$ cat src/sfcs_pkg.sv
package sfcs_pkg;
    // Link timing
    localparam int CLK_NS       = 5;
    localparam int SCK_HALF_NS  = 40;
    localparam int SCK_HALF_CYC = (SCK_HALF_NS + CLK_NS - 1) / CLK_NS;
    // Flash opcodes
    localparam logic [7:0] OPC_ID    = 8'h9f;
    localparam logic [7:0] OPC_STAT  = 8'h05;
    localparam logic [7:0] OPC_WREN  = 8'h06;
    localparam logic [7:0] OPC_CE    = 8'hc7;
    localparam logic [7:0] OPC_RD    = 8'h03;
    localparam logic [7:0] OPC_PP    = 8'h02;
    localparam logic [7:0] OPC_SE    = 8'h20;
    localparam logic [7:0] OPC_PARAM = 8'h5a;
    // Status bits
    localparam int ST_BUSY = 0;
    localparam int ST_WEL  = 1;
    // Frame shapes: bytes ahead of data, data counts
    localparam logic [2:0]  HDR_OPC   = 3'h1;
    localparam logic [2:0]  HDR_ADDR  = 3'h4;
    localparam logic [2:0]  HDR_PARAM = 3'h5;
    localparam logic [15:0] ID_LEN    = 16'h0003;
    localparam logic [15:0] STAT_LEN  = 16'h0001;
    localparam logic [15:0] PP_MAX    = 16'h00ff;
    // Sector and file store
    localparam logic [23:0] SECT_MASK  = 24'hfff000;
    localparam int          BLK_LOG2   = 12;
    localparam logic [25:0] BLK_ROUND  = 26'h0000fff;
    localparam logic [24:0] FILE_MAX   = 25'h1000000;
    localparam logic [7:0]  FILES_MAX  = 8'h80;
    localparam logic [23:0] STORE_BASE = 24'h000000;

    typedef enum logic [2:0] {
        OP_ID = 3'h0, OP_STAT = 3'h1, OP_RD = 3'h2, OP_PARAM = 3'h3,
        OP_PP = 3'h4, OP_SE = 3'h5, OP_CE = 3'h6
    } sfcs_op_t;
    typedef enum logic [3:0] {
        ST_IDLE = 4'b0001, ST_LOAD = 4'b0010, ST_SHIFT = 4'b0100, ST_GAP = 4'b1000
    } sfcs_st_t;
    typedef enum logic [4:0] {
        PH_PRE = 5'b00001, PH_WREN = 5'b00010, PH_WEL = 5'b00100,
        PH_MAIN = 5'b01000, PH_POST = 5'b10000
    } sfcs_ph_t;
    typedef struct packed {
        logic        valid;
        sfcs_op_t    op;
        logic [23:0] addr;
        logic [15:0] len;
    } sfcs_req_t;
    typedef struct packed {
        logic        valid;
        logic        format;
        logic        secure;
        logic [24:0] size;
    } sfcs_fs_req_t;
    typedef struct packed {
        logic        ack;
        logic        ok;
        logic [23:0] base;
    } sfcs_fs_resp_t;
endpackage

$ cat src/sfcs_top.sv
`timescale 1ns/10ps
// Functional notes
// - Identify: send 0x9F, clock in three identification bytes.
// - Status read: send 0x05, clock in exactly one byte.
// - Status bit 0 is busy, bit 1 is write-enable latch.
// - Write enable: send 0x06, re-read status until latch set.
// - Chip erase: send 0xC7, poll status until busy clears.
// - Read: send 0x03, 24-bit address, then 1 to 65535 bytes.
// - Page program: 0x02, 24-bit address, then 1 to 255 bytes.
// - Sector erase: 0x20, 24-bit address, poll until busy clears.
// - Erase sectors are always taken as 4K bytes.
// - Parameter table of the flash can be read.
// - File store always starts at flash address zero.
// - File store size is set by a format command.
// - Files take whole 4KB blocks, at least one.
// - Secure files take twice their size, at least 8KB.
// - At most 128 files; further creation is refused.
// - Files larger than 16MB are refused.
module sfcs_top (
    // Clock and reset
    input  wire logic                    core_clk,
    input  wire logic                    rst,
    // Flash command request
    input  wire sfcs_pkg::sfcs_req_t     req,
    output logic                         req_ready,
    output logic                         done,
    output logic                         err,
    output logic [7:0]                   status,
    // Program data
    input  wire logic [7:0]              wr_data,
    input  wire logic                    wr_valid,
    output logic                         wr_ready,
    // Read data
    output logic [7:0]                   rd_data,
    output logic                         rd_valid,
    // File store
    input  wire sfcs_pkg::sfcs_fs_req_t  fs_req,
    output sfcs_pkg::sfcs_fs_resp_t      fs_resp,
    output logic [7:0]                   file_count,
    // Flash link
    output logic                         flash_sclk,
    output logic                         flash_cs_n,
    output logic                         flash_mosi,
    input  wire logic                    flash_miso
);
    sfcs_pkg::sfcs_st_t st_q;
    sfcs_pkg::sfcs_ph_t ph_q;
    sfcs_pkg::sfcs_ph_t go_ph;
    sfcs_pkg::sfcs_ph_t nxt_ph;
    sfcs_pkg::sfcs_op_t op_q;
    sfcs_pkg::sfcs_op_t go_op;
    logic        fin;
    logic [3:0]  div_q;
    logic        tick_q;
    logic        miso_s1_q;
    logic        miso_s2_q;
    logic [23:0] addr_q;
    logic [15:0] len_q;
    logic [7:0]  fop_q;
    logic [2:0]  fhdr_q;
    logic [15:0] fnd_q;
    logic [16:0] idx_q;
    logic [16:0] fend;
    logic [7:0]  sh_q;
    logic [2:0]  bit_q;
    logic        need_wr;
    logic        last_byte;
    logic [13:0] total_q;
    logic [13:0] used_q;
    logic [13:0] fs_blk;

    function automatic logic is_write(sfcs_pkg::sfcs_op_t op);
        is_write = (op == sfcs_pkg::OP_PP) || (op == sfcs_pkg::OP_SE) || (op == sfcs_pkg::OP_CE);
    endfunction

    function automatic logic len_bad(sfcs_pkg::sfcs_op_t op, logic [15:0] len);
        len_bad = ((op == sfcs_pkg::OP_RD || op == sfcs_pkg::OP_PARAM) && len == 16'h0000)
            || (op == sfcs_pkg::OP_PP && (len == 16'h0000 || len > sfcs_pkg::PP_MAX));
    endfunction

    function automatic logic [7:0] f_opc(sfcs_pkg::sfcs_ph_t ph, sfcs_pkg::sfcs_op_t op);
        f_opc = sfcs_pkg::OPC_STAT;
        if (ph == sfcs_pkg::PH_WREN) begin
            f_opc = sfcs_pkg::OPC_WREN;
        end else if (ph == sfcs_pkg::PH_MAIN) begin
            case (op)
                sfcs_pkg::OP_ID:    f_opc = sfcs_pkg::OPC_ID;
                sfcs_pkg::OP_RD:    f_opc = sfcs_pkg::OPC_RD;
                sfcs_pkg::OP_PARAM: f_opc = sfcs_pkg::OPC_PARAM;
                sfcs_pkg::OP_PP:    f_opc = sfcs_pkg::OPC_PP;
                sfcs_pkg::OP_SE:    f_opc = sfcs_pkg::OPC_SE;
                sfcs_pkg::OP_CE:    f_opc = sfcs_pkg::OPC_CE;
                default:            f_opc = sfcs_pkg::OPC_STAT;
            endcase
        end
    endfunction

    function automatic logic [2:0] f_hdr(sfcs_pkg::sfcs_ph_t ph, sfcs_pkg::sfcs_op_t op);
        f_hdr = sfcs_pkg::HDR_OPC;
        if (ph == sfcs_pkg::PH_MAIN) begin
            if (op == sfcs_pkg::OP_PARAM) begin
                f_hdr = sfcs_pkg::HDR_PARAM;
            end else if (op == sfcs_pkg::OP_RD || op == sfcs_pkg::OP_PP || op == sfcs_pkg::OP_SE) begin
                f_hdr = sfcs_pkg::HDR_ADDR;
            end
        end
    endfunction

    function automatic logic [15:0] f_nd(sfcs_pkg::sfcs_ph_t ph, sfcs_pkg::sfcs_op_t op, logic [15:0] len);
        f_nd = sfcs_pkg::STAT_LEN;
        if (ph == sfcs_pkg::PH_WREN) begin
            f_nd = 16'h0000;
        end else if (ph == sfcs_pkg::PH_MAIN) begin
            case (op)
                sfcs_pkg::OP_ID:   f_nd = sfcs_pkg::ID_LEN;
                sfcs_pkg::OP_STAT: f_nd = sfcs_pkg::STAT_LEN;
                sfcs_pkg::OP_SE:   f_nd = 16'h0000;
                sfcs_pkg::OP_CE:   f_nd = 16'h0000;
                default:           f_nd = len;
            endcase
        end
    endfunction

    function automatic logic [7:0] f_byte(logic [7:0] opc, logic [23:0] addr, logic [16:0] idx);
        case (idx)
            17'h00000: f_byte = opc;
            17'h00001: f_byte = addr[23:16];
            17'h00002: f_byte = addr[15:8];
            17'h00003: f_byte = addr[7:0];
            default:   f_byte = 8'h00;
        endcase
    endfunction

    // Half-period tick of the flash clock
    always_ff @(posedge core_clk or posedge rst) begin
        if (rst) begin
            div_q  <= 4'h0;
            tick_q <= 1'b0;
        end else if (div_q == 4'(sfcs_pkg::SCK_HALF_CYC - 1)) begin
            div_q  <= 4'h0;
            tick_q <= 1'b1;
        end else begin
            div_q  <= div_q + 4'h1;
            tick_q <= 1'b0;
        end
    end

    always_ff @(posedge core_clk or posedge rst) begin
        if (rst) begin
            miso_s1_q <= 1'b0;
            miso_s2_q <= 1'b0;
        end else begin
            miso_s1_q <= flash_miso;
            miso_s2_q <= miso_s1_q;
        end
    end

    // Next phase after a frame
    always_comb begin
        nxt_ph = ph_q;
        fin    = 1'b0;
        unique case (ph_q)
            sfcs_pkg::PH_PRE:  nxt_ph = status[sfcs_pkg::ST_BUSY] ? sfcs_pkg::PH_PRE
                : (is_write(op_q) ? sfcs_pkg::PH_WREN : sfcs_pkg::PH_MAIN);
            sfcs_pkg::PH_WREN: nxt_ph = sfcs_pkg::PH_WEL;
            sfcs_pkg::PH_WEL:  nxt_ph = status[sfcs_pkg::ST_WEL] ? sfcs_pkg::PH_MAIN : sfcs_pkg::PH_WEL;
            sfcs_pkg::PH_MAIN: begin
                nxt_ph = sfcs_pkg::PH_POST;
                fin    = !is_write(op_q);
            end
            sfcs_pkg::PH_POST: fin = !status[sfcs_pkg::ST_BUSY];
        endcase
    end

    assign go_ph     = (st_q == sfcs_pkg::ST_IDLE) ? sfcs_pkg::PH_PRE : nxt_ph;
    assign go_op     = (st_q == sfcs_pkg::ST_IDLE) ? req.op : op_q;
    assign fend      = 17'(fhdr_q) + 17'(fnd_q);
    assign last_byte = (idx_q + 17'h00001) == fend;
    assign need_wr   = ph_q == sfcs_pkg::PH_MAIN && op_q == sfcs_pkg::OP_PP && idx_q >= 17'(fhdr_q);

    // Command sequencer and byte shifter
    always_ff @(posedge core_clk or posedge rst) begin
        if (rst) begin
            st_q       <= sfcs_pkg::ST_IDLE;
            ph_q       <= sfcs_pkg::PH_PRE;
            op_q       <= sfcs_pkg::OP_ID;
            addr_q     <= 24'h000000;
            len_q      <= 16'h0000;
            fop_q      <= 8'h00;
            fhdr_q     <= 3'h0;
            fnd_q      <= 16'h0000;
            idx_q      <= 17'h00000;
            sh_q       <= 8'h00;
            bit_q      <= 3'h0;
            req_ready  <= 1'b1;
            done       <= 1'b0;
            err        <= 1'b0;
            status     <= 8'h00;
            wr_ready   <= 1'b0;
            rd_data    <= 8'h00;
            rd_valid   <= 1'b0;
            flash_sclk <= 1'b0;
            flash_cs_n <= 1'b1;
            flash_mosi <= 1'b0;
        end else begin
            done     <= 1'b0;
            rd_valid <= 1'b0;
            unique case (st_q)
                sfcs_pkg::ST_IDLE: begin
                    if (req.valid && req_ready) begin
                        if (len_bad(req.op, req.len)) begin
                            done <= 1'b1;
                            err  <= 1'b1;
                        end else begin
                            req_ready <= 1'b0;
                            err       <= 1'b0;
                            op_q      <= req.op;
                            addr_q    <= (req.op == sfcs_pkg::OP_SE) ? (req.addr & sfcs_pkg::SECT_MASK) : req.addr;
                            len_q     <= req.len;
                            ph_q      <= go_ph;
                            fop_q     <= f_opc(go_ph, go_op);
                            fhdr_q    <= f_hdr(go_ph, go_op);
                            fnd_q     <= f_nd(go_ph, go_op, req.len);
                            idx_q     <= 17'h00000;
                            st_q      <= sfcs_pkg::ST_LOAD;
                        end
                    end
                end
                sfcs_pkg::ST_LOAD: begin
                    flash_cs_n <= 1'b0;
                    bit_q      <= 3'h0;
                    if (need_wr) begin
                        if (wr_ready && wr_valid) begin
                            wr_ready   <= 1'b0;
                            sh_q       <= wr_data;
                            flash_mosi <= wr_data[7];
                            st_q       <= sfcs_pkg::ST_SHIFT;
                        end else begin
                            wr_ready <= 1'b1;
                        end
                    end else begin
                        sh_q       <= f_byte(fop_q, addr_q, idx_q);
                        flash_mosi <= f_byte(fop_q, addr_q, idx_q)[7];
                        st_q       <= sfcs_pkg::ST_SHIFT;
                    end
                end
                sfcs_pkg::ST_SHIFT: begin
                    if (tick_q && !flash_sclk) begin
                        flash_sclk <= 1'b1;
                        sh_q       <= {sh_q[6:0], miso_s2_q};
                    end else if (tick_q) begin
                        flash_sclk <= 1'b0;
                        if (bit_q == 3'h7) begin
                            idx_q <= idx_q + 17'h00001;
                            if (idx_q >= 17'(fhdr_q)) begin
                                if (ph_q != sfcs_pkg::PH_MAIN || op_q == sfcs_pkg::OP_STAT) begin
                                    status <= sh_q;
                                end
                                if (ph_q == sfcs_pkg::PH_MAIN && !is_write(op_q)) begin
                                    rd_data  <= sh_q;
                                    rd_valid <= 1'b1;
                                end
                            end
                            if (last_byte) begin
                                flash_cs_n <= 1'b1;
                                st_q       <= sfcs_pkg::ST_GAP;
                            end else begin
                                st_q <= sfcs_pkg::ST_LOAD;
                            end
                        end else begin
                            bit_q      <= bit_q + 3'h1;
                            flash_mosi <= sh_q[7];
                        end
                    end
                end
                sfcs_pkg::ST_GAP: begin
                    if (tick_q && fin) begin
                        done      <= 1'b1;
                        req_ready <= 1'b1;
                        st_q      <= sfcs_pkg::ST_IDLE;
                    end else if (tick_q) begin
                        ph_q   <= go_ph;
                        fop_q  <= f_opc(go_ph, go_op);
                        fhdr_q <= f_hdr(go_ph, go_op);
                        fnd_q  <= f_nd(go_ph, go_op, len_q);
                        idx_q  <= 17'h00000;
                        st_q   <= sfcs_pkg::ST_LOAD;
                    end
                end
            endcase
        end
    end

    // File store allocation
    always_comb begin
        fs_blk = 14'(({1'b0, fs_req.size} + sfcs_pkg::BLK_ROUND) >> sfcs_pkg::BLK_LOG2);
        if (fs_blk == 14'h0000 && !fs_req.format) begin
            fs_blk = 14'h0001;
        end
        if (fs_req.secure && !fs_req.format) begin
            fs_blk = 14'(fs_blk << 1);
        end
    end

    always_ff @(posedge core_clk or posedge rst) begin
        if (rst) begin
            total_q    <= 14'h0000;
            used_q     <= 14'h0000;
            file_count <= 8'h00;
            fs_resp    <= '0;
        end else begin
            fs_resp.ack <= fs_req.valid;
            fs_resp.ok  <= 1'b0;
            if (fs_req.valid && fs_req.format) begin
                if (fs_req.size <= sfcs_pkg::FILE_MAX) begin
                    total_q      <= fs_blk;
                    used_q       <= 14'h0000;
                    file_count   <= 8'h00;
                    fs_resp.ok   <= 1'b1;
                    fs_resp.base <= sfcs_pkg::STORE_BASE;
                end
            end else if (fs_req.valid) begin
                if (file_count != sfcs_pkg::FILES_MAX
                    && fs_req.size <= sfcs_pkg::FILE_MAX
                    && 15'(used_q) + 15'(fs_blk) <= 15'(total_q)) begin
                    used_q       <= used_q + fs_blk;
                    file_count   <= file_count + 8'h01;
                    fs_resp.ok   <= 1'b1;
                    fs_resp.base <= sfcs_pkg::STORE_BASE + 24'({used_q, 12'h000});
                end
            end
        end
    end
endmodule

$ cat config.mk
export PLATFORM = sky130hd
export DESIGN_NAME = sfcs_top
export DESIGN_NICKNAME = d
export VERILOG_FILES = /design/src/sfcs_pkg.sv /design/src/sfcs_top.sv
export SDC_FILE = /design/constraint.sdc
export NUM_CORES = 1
export LEC_CHECK = 0
export ABC_CLOCK_PERIOD_IN_PS = 15700
export BUFFER_PORTS_ARGS = -buffer_cell sky130_fd_sc_hd__buf_2
export CAP_MARGIN = 0
export CORE_UTILIZATION = 25
export DETAILED_ROUTE_END_ITERATION = 10
export HOLD_SLACK_MARGIN = 0.06
export PLACE_DENSITY_LB_ADDON = 0.12
export SLEW_MARGIN = 25
export SYNTH_ARGS = -nofsm -noshare
export SYNTH_HDL_FRONTEND = slang
export SYNTH_SLANG_ARGS = --single-unit
$ cat constraint.sdc
create_clock -name core_clk -period 15.7 [get_ports core_clk]
set_input_delay 3.14 -clock core_clk [delete_from_list [all_inputs] [get_ports core_clk]]
set_output_delay 3.14 -clock core_clk [all_outputs]
set_load 0.03 [all_outputs]
## Word level (Yosys, flattened, before mapping)

Index checks and enable logic that the tools add are counted.
W data, S select, Z words.

| word-level totals | value |
|---|---|
| bits in registers | 200 |
| bits in latches | 0 |
| RAM bits | 0 |
| bits in read-only memories | 0 |
| bits of input ports | 84 |
| output and inout port bits | 58 |
| logic and storage cells | 257 |
| memories kept | 0 |

| cells by class | value |
|---|---|
| $add $sub $neg | 8 |
| multiply operators | 0 |
| divide/modulo/power cells | 0 |
| magnitude comparators | 4 |
| equal/unequal tests | 47 |
| shift-type cells | 0 |
| multiplexer cells | 112 |
| bitwise operators | 2 |
| reductions and logical operators | 53 |

Operators by type and width:

| kind | number |
|---|---|
| $mux W16 | 8 |
| $mux W17 | 7 |
| $mux W8 | 13 |
| $mux W25 | 4 |
| $pmux W16 S3 | 2 |
| $mux W14 | 6 |
| $mux W4 | 14 |
| $pmux W17 S3 | 1 |
| $pmux W8 S6 | 1 |
| $eq A17 B2 Y1 const B | 2 |
| $mux W3 | 11 |
| $pmux W16 S2 | 1 |
| $pmux W8 S2 | 2 |
| $pmux W8 S4 | 1 |
| $eq A3 B3 Y1 const B | 9 |
| $add A25 B12 Y26 const B | 1 |
| $le A25 B25 Y1 const B | 1 |
| $mux W1 | 25 |
| $mux W5 | 5 |
| $ne A2 B2 Y1 const B | 10 |
| $pmux W5 S4 | 1 |
| $add A17 B1 Y17 const B | 1 |
| $add A3 B16 Y17 | 1 |
| $eq A17 B1 Y1 const B | 1 |
| 47 further kinds | 98 |

## Logic depth before layout (Yosys ltp)

| logic depth | value |
|---|---|
| depth after elaboration | 13 |
| gate-level depth with buffers | 26 |
| depth with buffers taken out | 22 |

## Least setup slack after synthesis

OpenSTA, ideal clock, no wires.

| path | value |
|---|---|
| path type | input to register |
| start | input fs_req[11] in the netlist's numbering |
| end | register file_count[1] |
| library setup time | 0.077 ns |
| arrival | 7.989 ns |
| data required time | 15.623 ns |
| setup slack | 7.634 ns |
| stages | 23 |
| path buffers | 2 |
| cells stage by stage | nor4_1 -> nand3_1 -> or3_1 -> nand2_1 -> nor2_1 -> ha_1 -> fa_1 -> a21o_1 -> a2111oi_2 -> o211ai_1 -> a21oi_1 -> o21ai_0 -> xnor2_1 -> ha_1 -> nand3_1 -> nor2_1 -> or3b_2 -> a21o_1 -> nand3_1 -> buf_2 -> clkbuf_1 -> nand3_1 -> o21ai_1 |

| between the ends | value |
|---|---|
| longest elaborated chain between the ends | 10 |
| elaborated cells between the ends (all ways) | 13 |
| classes of those cells | add/sub: 2; order compare: 2; eq/ne: 1; mux: 2; reduce/logical: 6 |

RTL lines:

| item | RTL line | text |
|---|---|---|
| start, declared | sfcs_top.sv:37 | `input wire sfcs_pkg::sfcs_fs_req_t fs_req,` |
| $add A25 B12 Y26 (*) | sfcs_top.sv:296 | `fs_blk = 14'(({1'b0, fs_req.size} + sfcs_pkg::BLK_ROUND) >> sfcs_pkg::BLK_LOG2);` |
| $logic_not A14 Y1 | sfcs_top.sv:297 | `if (fs_blk == 14'h0000 && !fs_req.format) begin` |
| $logic_and A1 B1 Y1 | sfcs_top.sv:297 |  |
| $mux W14 (*) | sfcs_top.sv:297 |  |
| $mux W14 (*) | sfcs_top.sv:300 | `if (fs_req.secure && !fs_req.format) begin` |
| via fs_blk[0] | sfcs_top.sv:70 | `logic [13:0] fs_blk;` |
| $add A14 B14 Y15 (*) | sfcs_top.sv:325 | `&& 15'(used_q) + 15'(fs_blk) <= 15'(total_q)) begin` |
| $le A15 B14 Y1 (*) | sfcs_top.sv:325 |  |
| $logic_and A1 B1 Y1 (*) | sfcs_top.sv:325 |  |
| $reduce_bool A2 Y1 (no source line) (*) | -- |  |
| $reduce_and A3 Y1 (no source line) (*) | -- |  |
| end signal, assigned | sfcs_top.sv:327 | `file_count <= file_count + 8'h01;` |
| end, declared | sfcs_top.sv:39 | `output logic [7:0] file_count,` |

Mark *: on every way through the listed nets, which the timed path passes. The rest lies on a longest branch.
A chain may end at the register's enable or synchronous reset.

## Worst setup path in the final report

| path | value |
|---|---|
| start | input fs_req[6] in the netlist's numbering |
| end | register file_count[4] |

The elaborated chain is that of the path after synthesis.

==> run_results.csv <==
group,metric,value,unit
cts,postCtsHoldBufs,0,
cts,clkSlewWorstSetupHoldPaths,0.08,ns
sta,period_share,0.572,
logic_synthesis,ys_ff_latch,186,
logic_synthesis,synth_cells,1171,
pwr,pwr-share-comb,0.258,
pwr,p_int,851,µW
routing,drtIter0Drc,483,
floorplan,core_area,43300,µm²
routing,firstDrtPassIters,4,
sta,hold_violations,0,
logic_synthesis,muxShareOfSynthArea,0.0809,
place,numPortBuffers,129,
global_route,grt_max_degree,118,
pwr,sequentialPowerShare,0.416,
layout,area_growth,16.6,%
critical_path,path_cells,"buf_2 -> nor4_1 -> nand3_1 -> or3_1 -> nand2_1 -> nor2_1 -> ha_1 -> fa_1 -> a21o_1 -> a2111oi_2 -> o211ai_1 -> a21oi_1 -> o21ai_0 -> xnor2_1 -> ha_1 -> a21o_1 -> a21oi_1 -> o221ai_1 -> a211oi_2 -> nand3_2 -> buf_4 -> or4_1 -> o221ai_1",
global_route,antenna_found_initial,0,
logic_synthesis,synth_top_family_by_area,"simple AND/OR/NAND/NOR gates",
logic_synthesis,avgSynthCellArea,9.39,µm²
routing,vias_per_cell,4.72,
floorplan,start_util,0.254,
cts,insertion_delay,0.45,ns
routing,post_drt_wl_per_cell,16.8,µm
critical_path,crit_required,16.05,ns
routing,via_count,8846,
outcome,status,"finished clean",
critical_path,arrival,9.33,ns
layout,final_nets,1403,
layout,n_fill_cell,4615,
place,dpl.cell_count,1841,
floorplan,die_h,212,µm
floorplan,die_area,44800,µm²
pwr,ir_drop,0.0632,mV
sta,slew_headroom,0.338,
cts,cts_tree,"done",
logic_synthesis,synth_fa_ha_area_frac,0.0507,
logic_synthesis,ys.warnings.count,0,
global_route,grtUsageTotal,0.146,
global_route,grt_pass1_vias,8834,
logic_synthesis,synth_ff_type,"dfrtp_1",
place,place.gp.congestion,0.757,
critical_path,cp-end-kind,"register",
sta,post-route-min-period,8.98,ns
logic_synthesis,synth_xor_xnor_area_share,0.0504,
sta,slew_violations,0,
floorplan,io_pins,142,
cts,post_cts_buffers,0,
layout,final_cells,1873,
sta,fin_tns_setup,0,ns
critical_path,critical_path.max_fanout,44,
sta,setup_viol,0,
place,hpwl,23100,µm
logic_synthesis,synth-edff-count,0,
pwr,p_leak,0.00575,µW
routing,routed_wl,31400,µm
cts,cts_made_buffers,17,
critical_path,startpoint_type,"input pin",
logic_synthesis,ys_async_sr_fraction,1.00,
pwr,switchingPower,457,µW
critical_path,critPathSlowestCell,"or4_1",
logic_synthesis,syn-cell-area,11000,µm²
layout,n_antenna_cell,0,
flow_run,cap_violations,0,
sta,finClkSkew,0.0158,ns
floorplan,rows,76,
routing,route.detailed.drc,0,
floorplan,chipWidth,212,µm
global_route,grt_pass1_wl,50700,µm
layout,layout-drive-gt1-share,0.210,
logic_synthesis,ys_types,78,
pwr,p_sw_frac,0.349,
cts,cts.sinks,186,
cts,htreeDepth,4,
sta,timing.fmax,0.111,GHz
logic_synthesis,ys_seq_area_frac,0.424,
cts,cts_max_path_buffers,2,
cts,cts_resized,0,
critical_path,crit_type,"in -> reg",
cts,root_buffer,"clkbuf_16",
critical_path,critPathMaxStageDelay,0.52,ns
global_route,grt_remaining_overflow,0,
sta,max_slew.worst_pin.slew,0.993,ns
logic_synthesis,synth_compound_area_frac,0.162,
sta,rsz0062_at_grt,"false",
pwr,p_clk_frac,0.325,
routing,drt.antenna.violating_nets,0,
worst_hold_path,hp-class,"reg -> reg",
pwr,p_per_area,102,nW/µm²
logic_synthesis,synth-simple-area-share,0.183,
## per-layer routing
metal / track usage / wire length [µm] / vias to the layer above
met2: 0.250 / 15700 / 118
li1: - / - / 4409
met5: 0 / 0 / -
met4: 0.0420 / 476 / 0
met3: 0.0196 / 640 / 31
met1: 0.190 / 14700 / 4288
## path summary, 6_finish.rpt
kind | from | endpoint | slack (ns) | cells past startpoint
min reg2reg | miso_s1_q | miso_s2_q | 0.38 | 0
max in group asynchronous | rst | bit_q[1] | 11.62 | 3
min | miso_s1_q | miso_s2_q | 0.38 | 0
min in group asynchronous | rst | fs_resp[25] | 2.85 | 2
max | fs_req[6] | file_count[4] | 6.72 | 23
max reg2reg | used_q[0] | file_count[4] | 10.39 | 17
## stage by stage
step / power, µW / instance area (µm²) / setup slack, ns / util / hold slack, ns
floorplan: 789 / 11000 / 7.51 / - / 0.331
global placement: 898 / 12300 / 6.41 / 0.283 / 0.365
detailed placement: 897 / 12300 / 6.26 / 0.283 / 0.370
CTS: 1330 / 12800 / 6.73 / 0.296 / 0.385
global route: 1400 / 12800 / 6.01 / 0.296 / 0.398
finish: 1310 / 12800 / 6.72 / 0.296 / 0.381
## critical path, delay by kind of cell
kind	cells	cell delay, ns
xor+xnor	1	0.20
fa+ha+maj	3	0.93
buf+inv	2	0.51
compound gates	10	2.32
simple gates	7	2.25
## cell usage in the layout (no fill, tap or decap), types with 14 or more instances in the layout
| master | n |
|---|---|
| o21ai_1 | 44 |
| clkbuf_16 | 17 |
| nor3_1 | 14 |
| nor2_1 | 70 |
| nand2_1 | 140 |
| a22oi_1 | 14 |
| nor4_1 | 20 |
| buf_2 | 129 |
| mux2_2 | 62 |
| ha_1 | 43 |
| nand3_1 | 53 |
| xnor2_1 | 38 |
| xor2_1 | 15 |
| o21ai_0 | 62 |
| dfrtp_1 | 182 |
| a21oi_1 | 40 |
| nand4_1 | 24 |
| inv_1 | 58 |
| mux2i_1 | 18 |
## state kept, by name (all words and copies together) (netlist names), 2 cells and up
| register | flops |
|---|---|
| fs_resp | 14 |
| len_q | 16 |
| ph_q | 5 |
| fnd_q | 16 |
| addr_q | 24 |
| bit_q | 3 |
| fhdr_q | 2 |
| fop_q | 7 |
| used_q | 14 |
| sh_q | 8 |
| total_q | 14 |
| div_q | 4 |
| rd_data | 8 |
| st_q | 4 |
| op_q | 3 |
| file_count | 8 |
| status | 8 |
| idx_q | 17 |
## synthesized netlist by cell type (all sizes together) (25+ instances only)
master / n / area (µm²)
dfrtp: 182 / 4550
nor2: 70 / 263
ha: 43 / 538
inv: 59 / 221
nand3: 57 / 295
clkbuf: 44 / 166
mux2: 63 / 709
a21oi: 40 / 200
nor4: 26 / 218
nand4: 25 / 171
nand2: 141 / 532
xnor2: 38 / 333
o21ai: 107 / 536
## power by group through the flow
stage / clock (µW) / sequential [µW] / combinational (µW)
after global placement: 0 / 555 / 343
after floorplan: 0 / 571 / 217
after global routing: 460 / 551 / 384
after CTS: 441 / 546 / 344
after detailed placement: 0 / 555 / 342
final: 426 / 545 / 338
## final cells by class
class	count	area [µm²]	share of cell area
well taps	585	732	0.0571
repair buffers	142	747	0.0583
clock inverters	15	134	0.0104
multi-input cells	869	5900	0.460
flip-flops and latches	186	4660	0.363
inverters	59	229	0.0179
clock buffers	17	425	0.0332
## cell families after synthesis
| group | after synthesis |
|---|---|
| AO/OA/AOI/OAI | 276 |
| XOR/XNOR | 57 |
| adder cells (fa/ha/maj) | 44 |
| buffers and inverters | 127 |
| flip-flops | 186 |
| multiplexers | 81 |
| other | 1 |
| AND/OR/NAND/NOR | 399 |
Power figures use the tool's default switching activity.
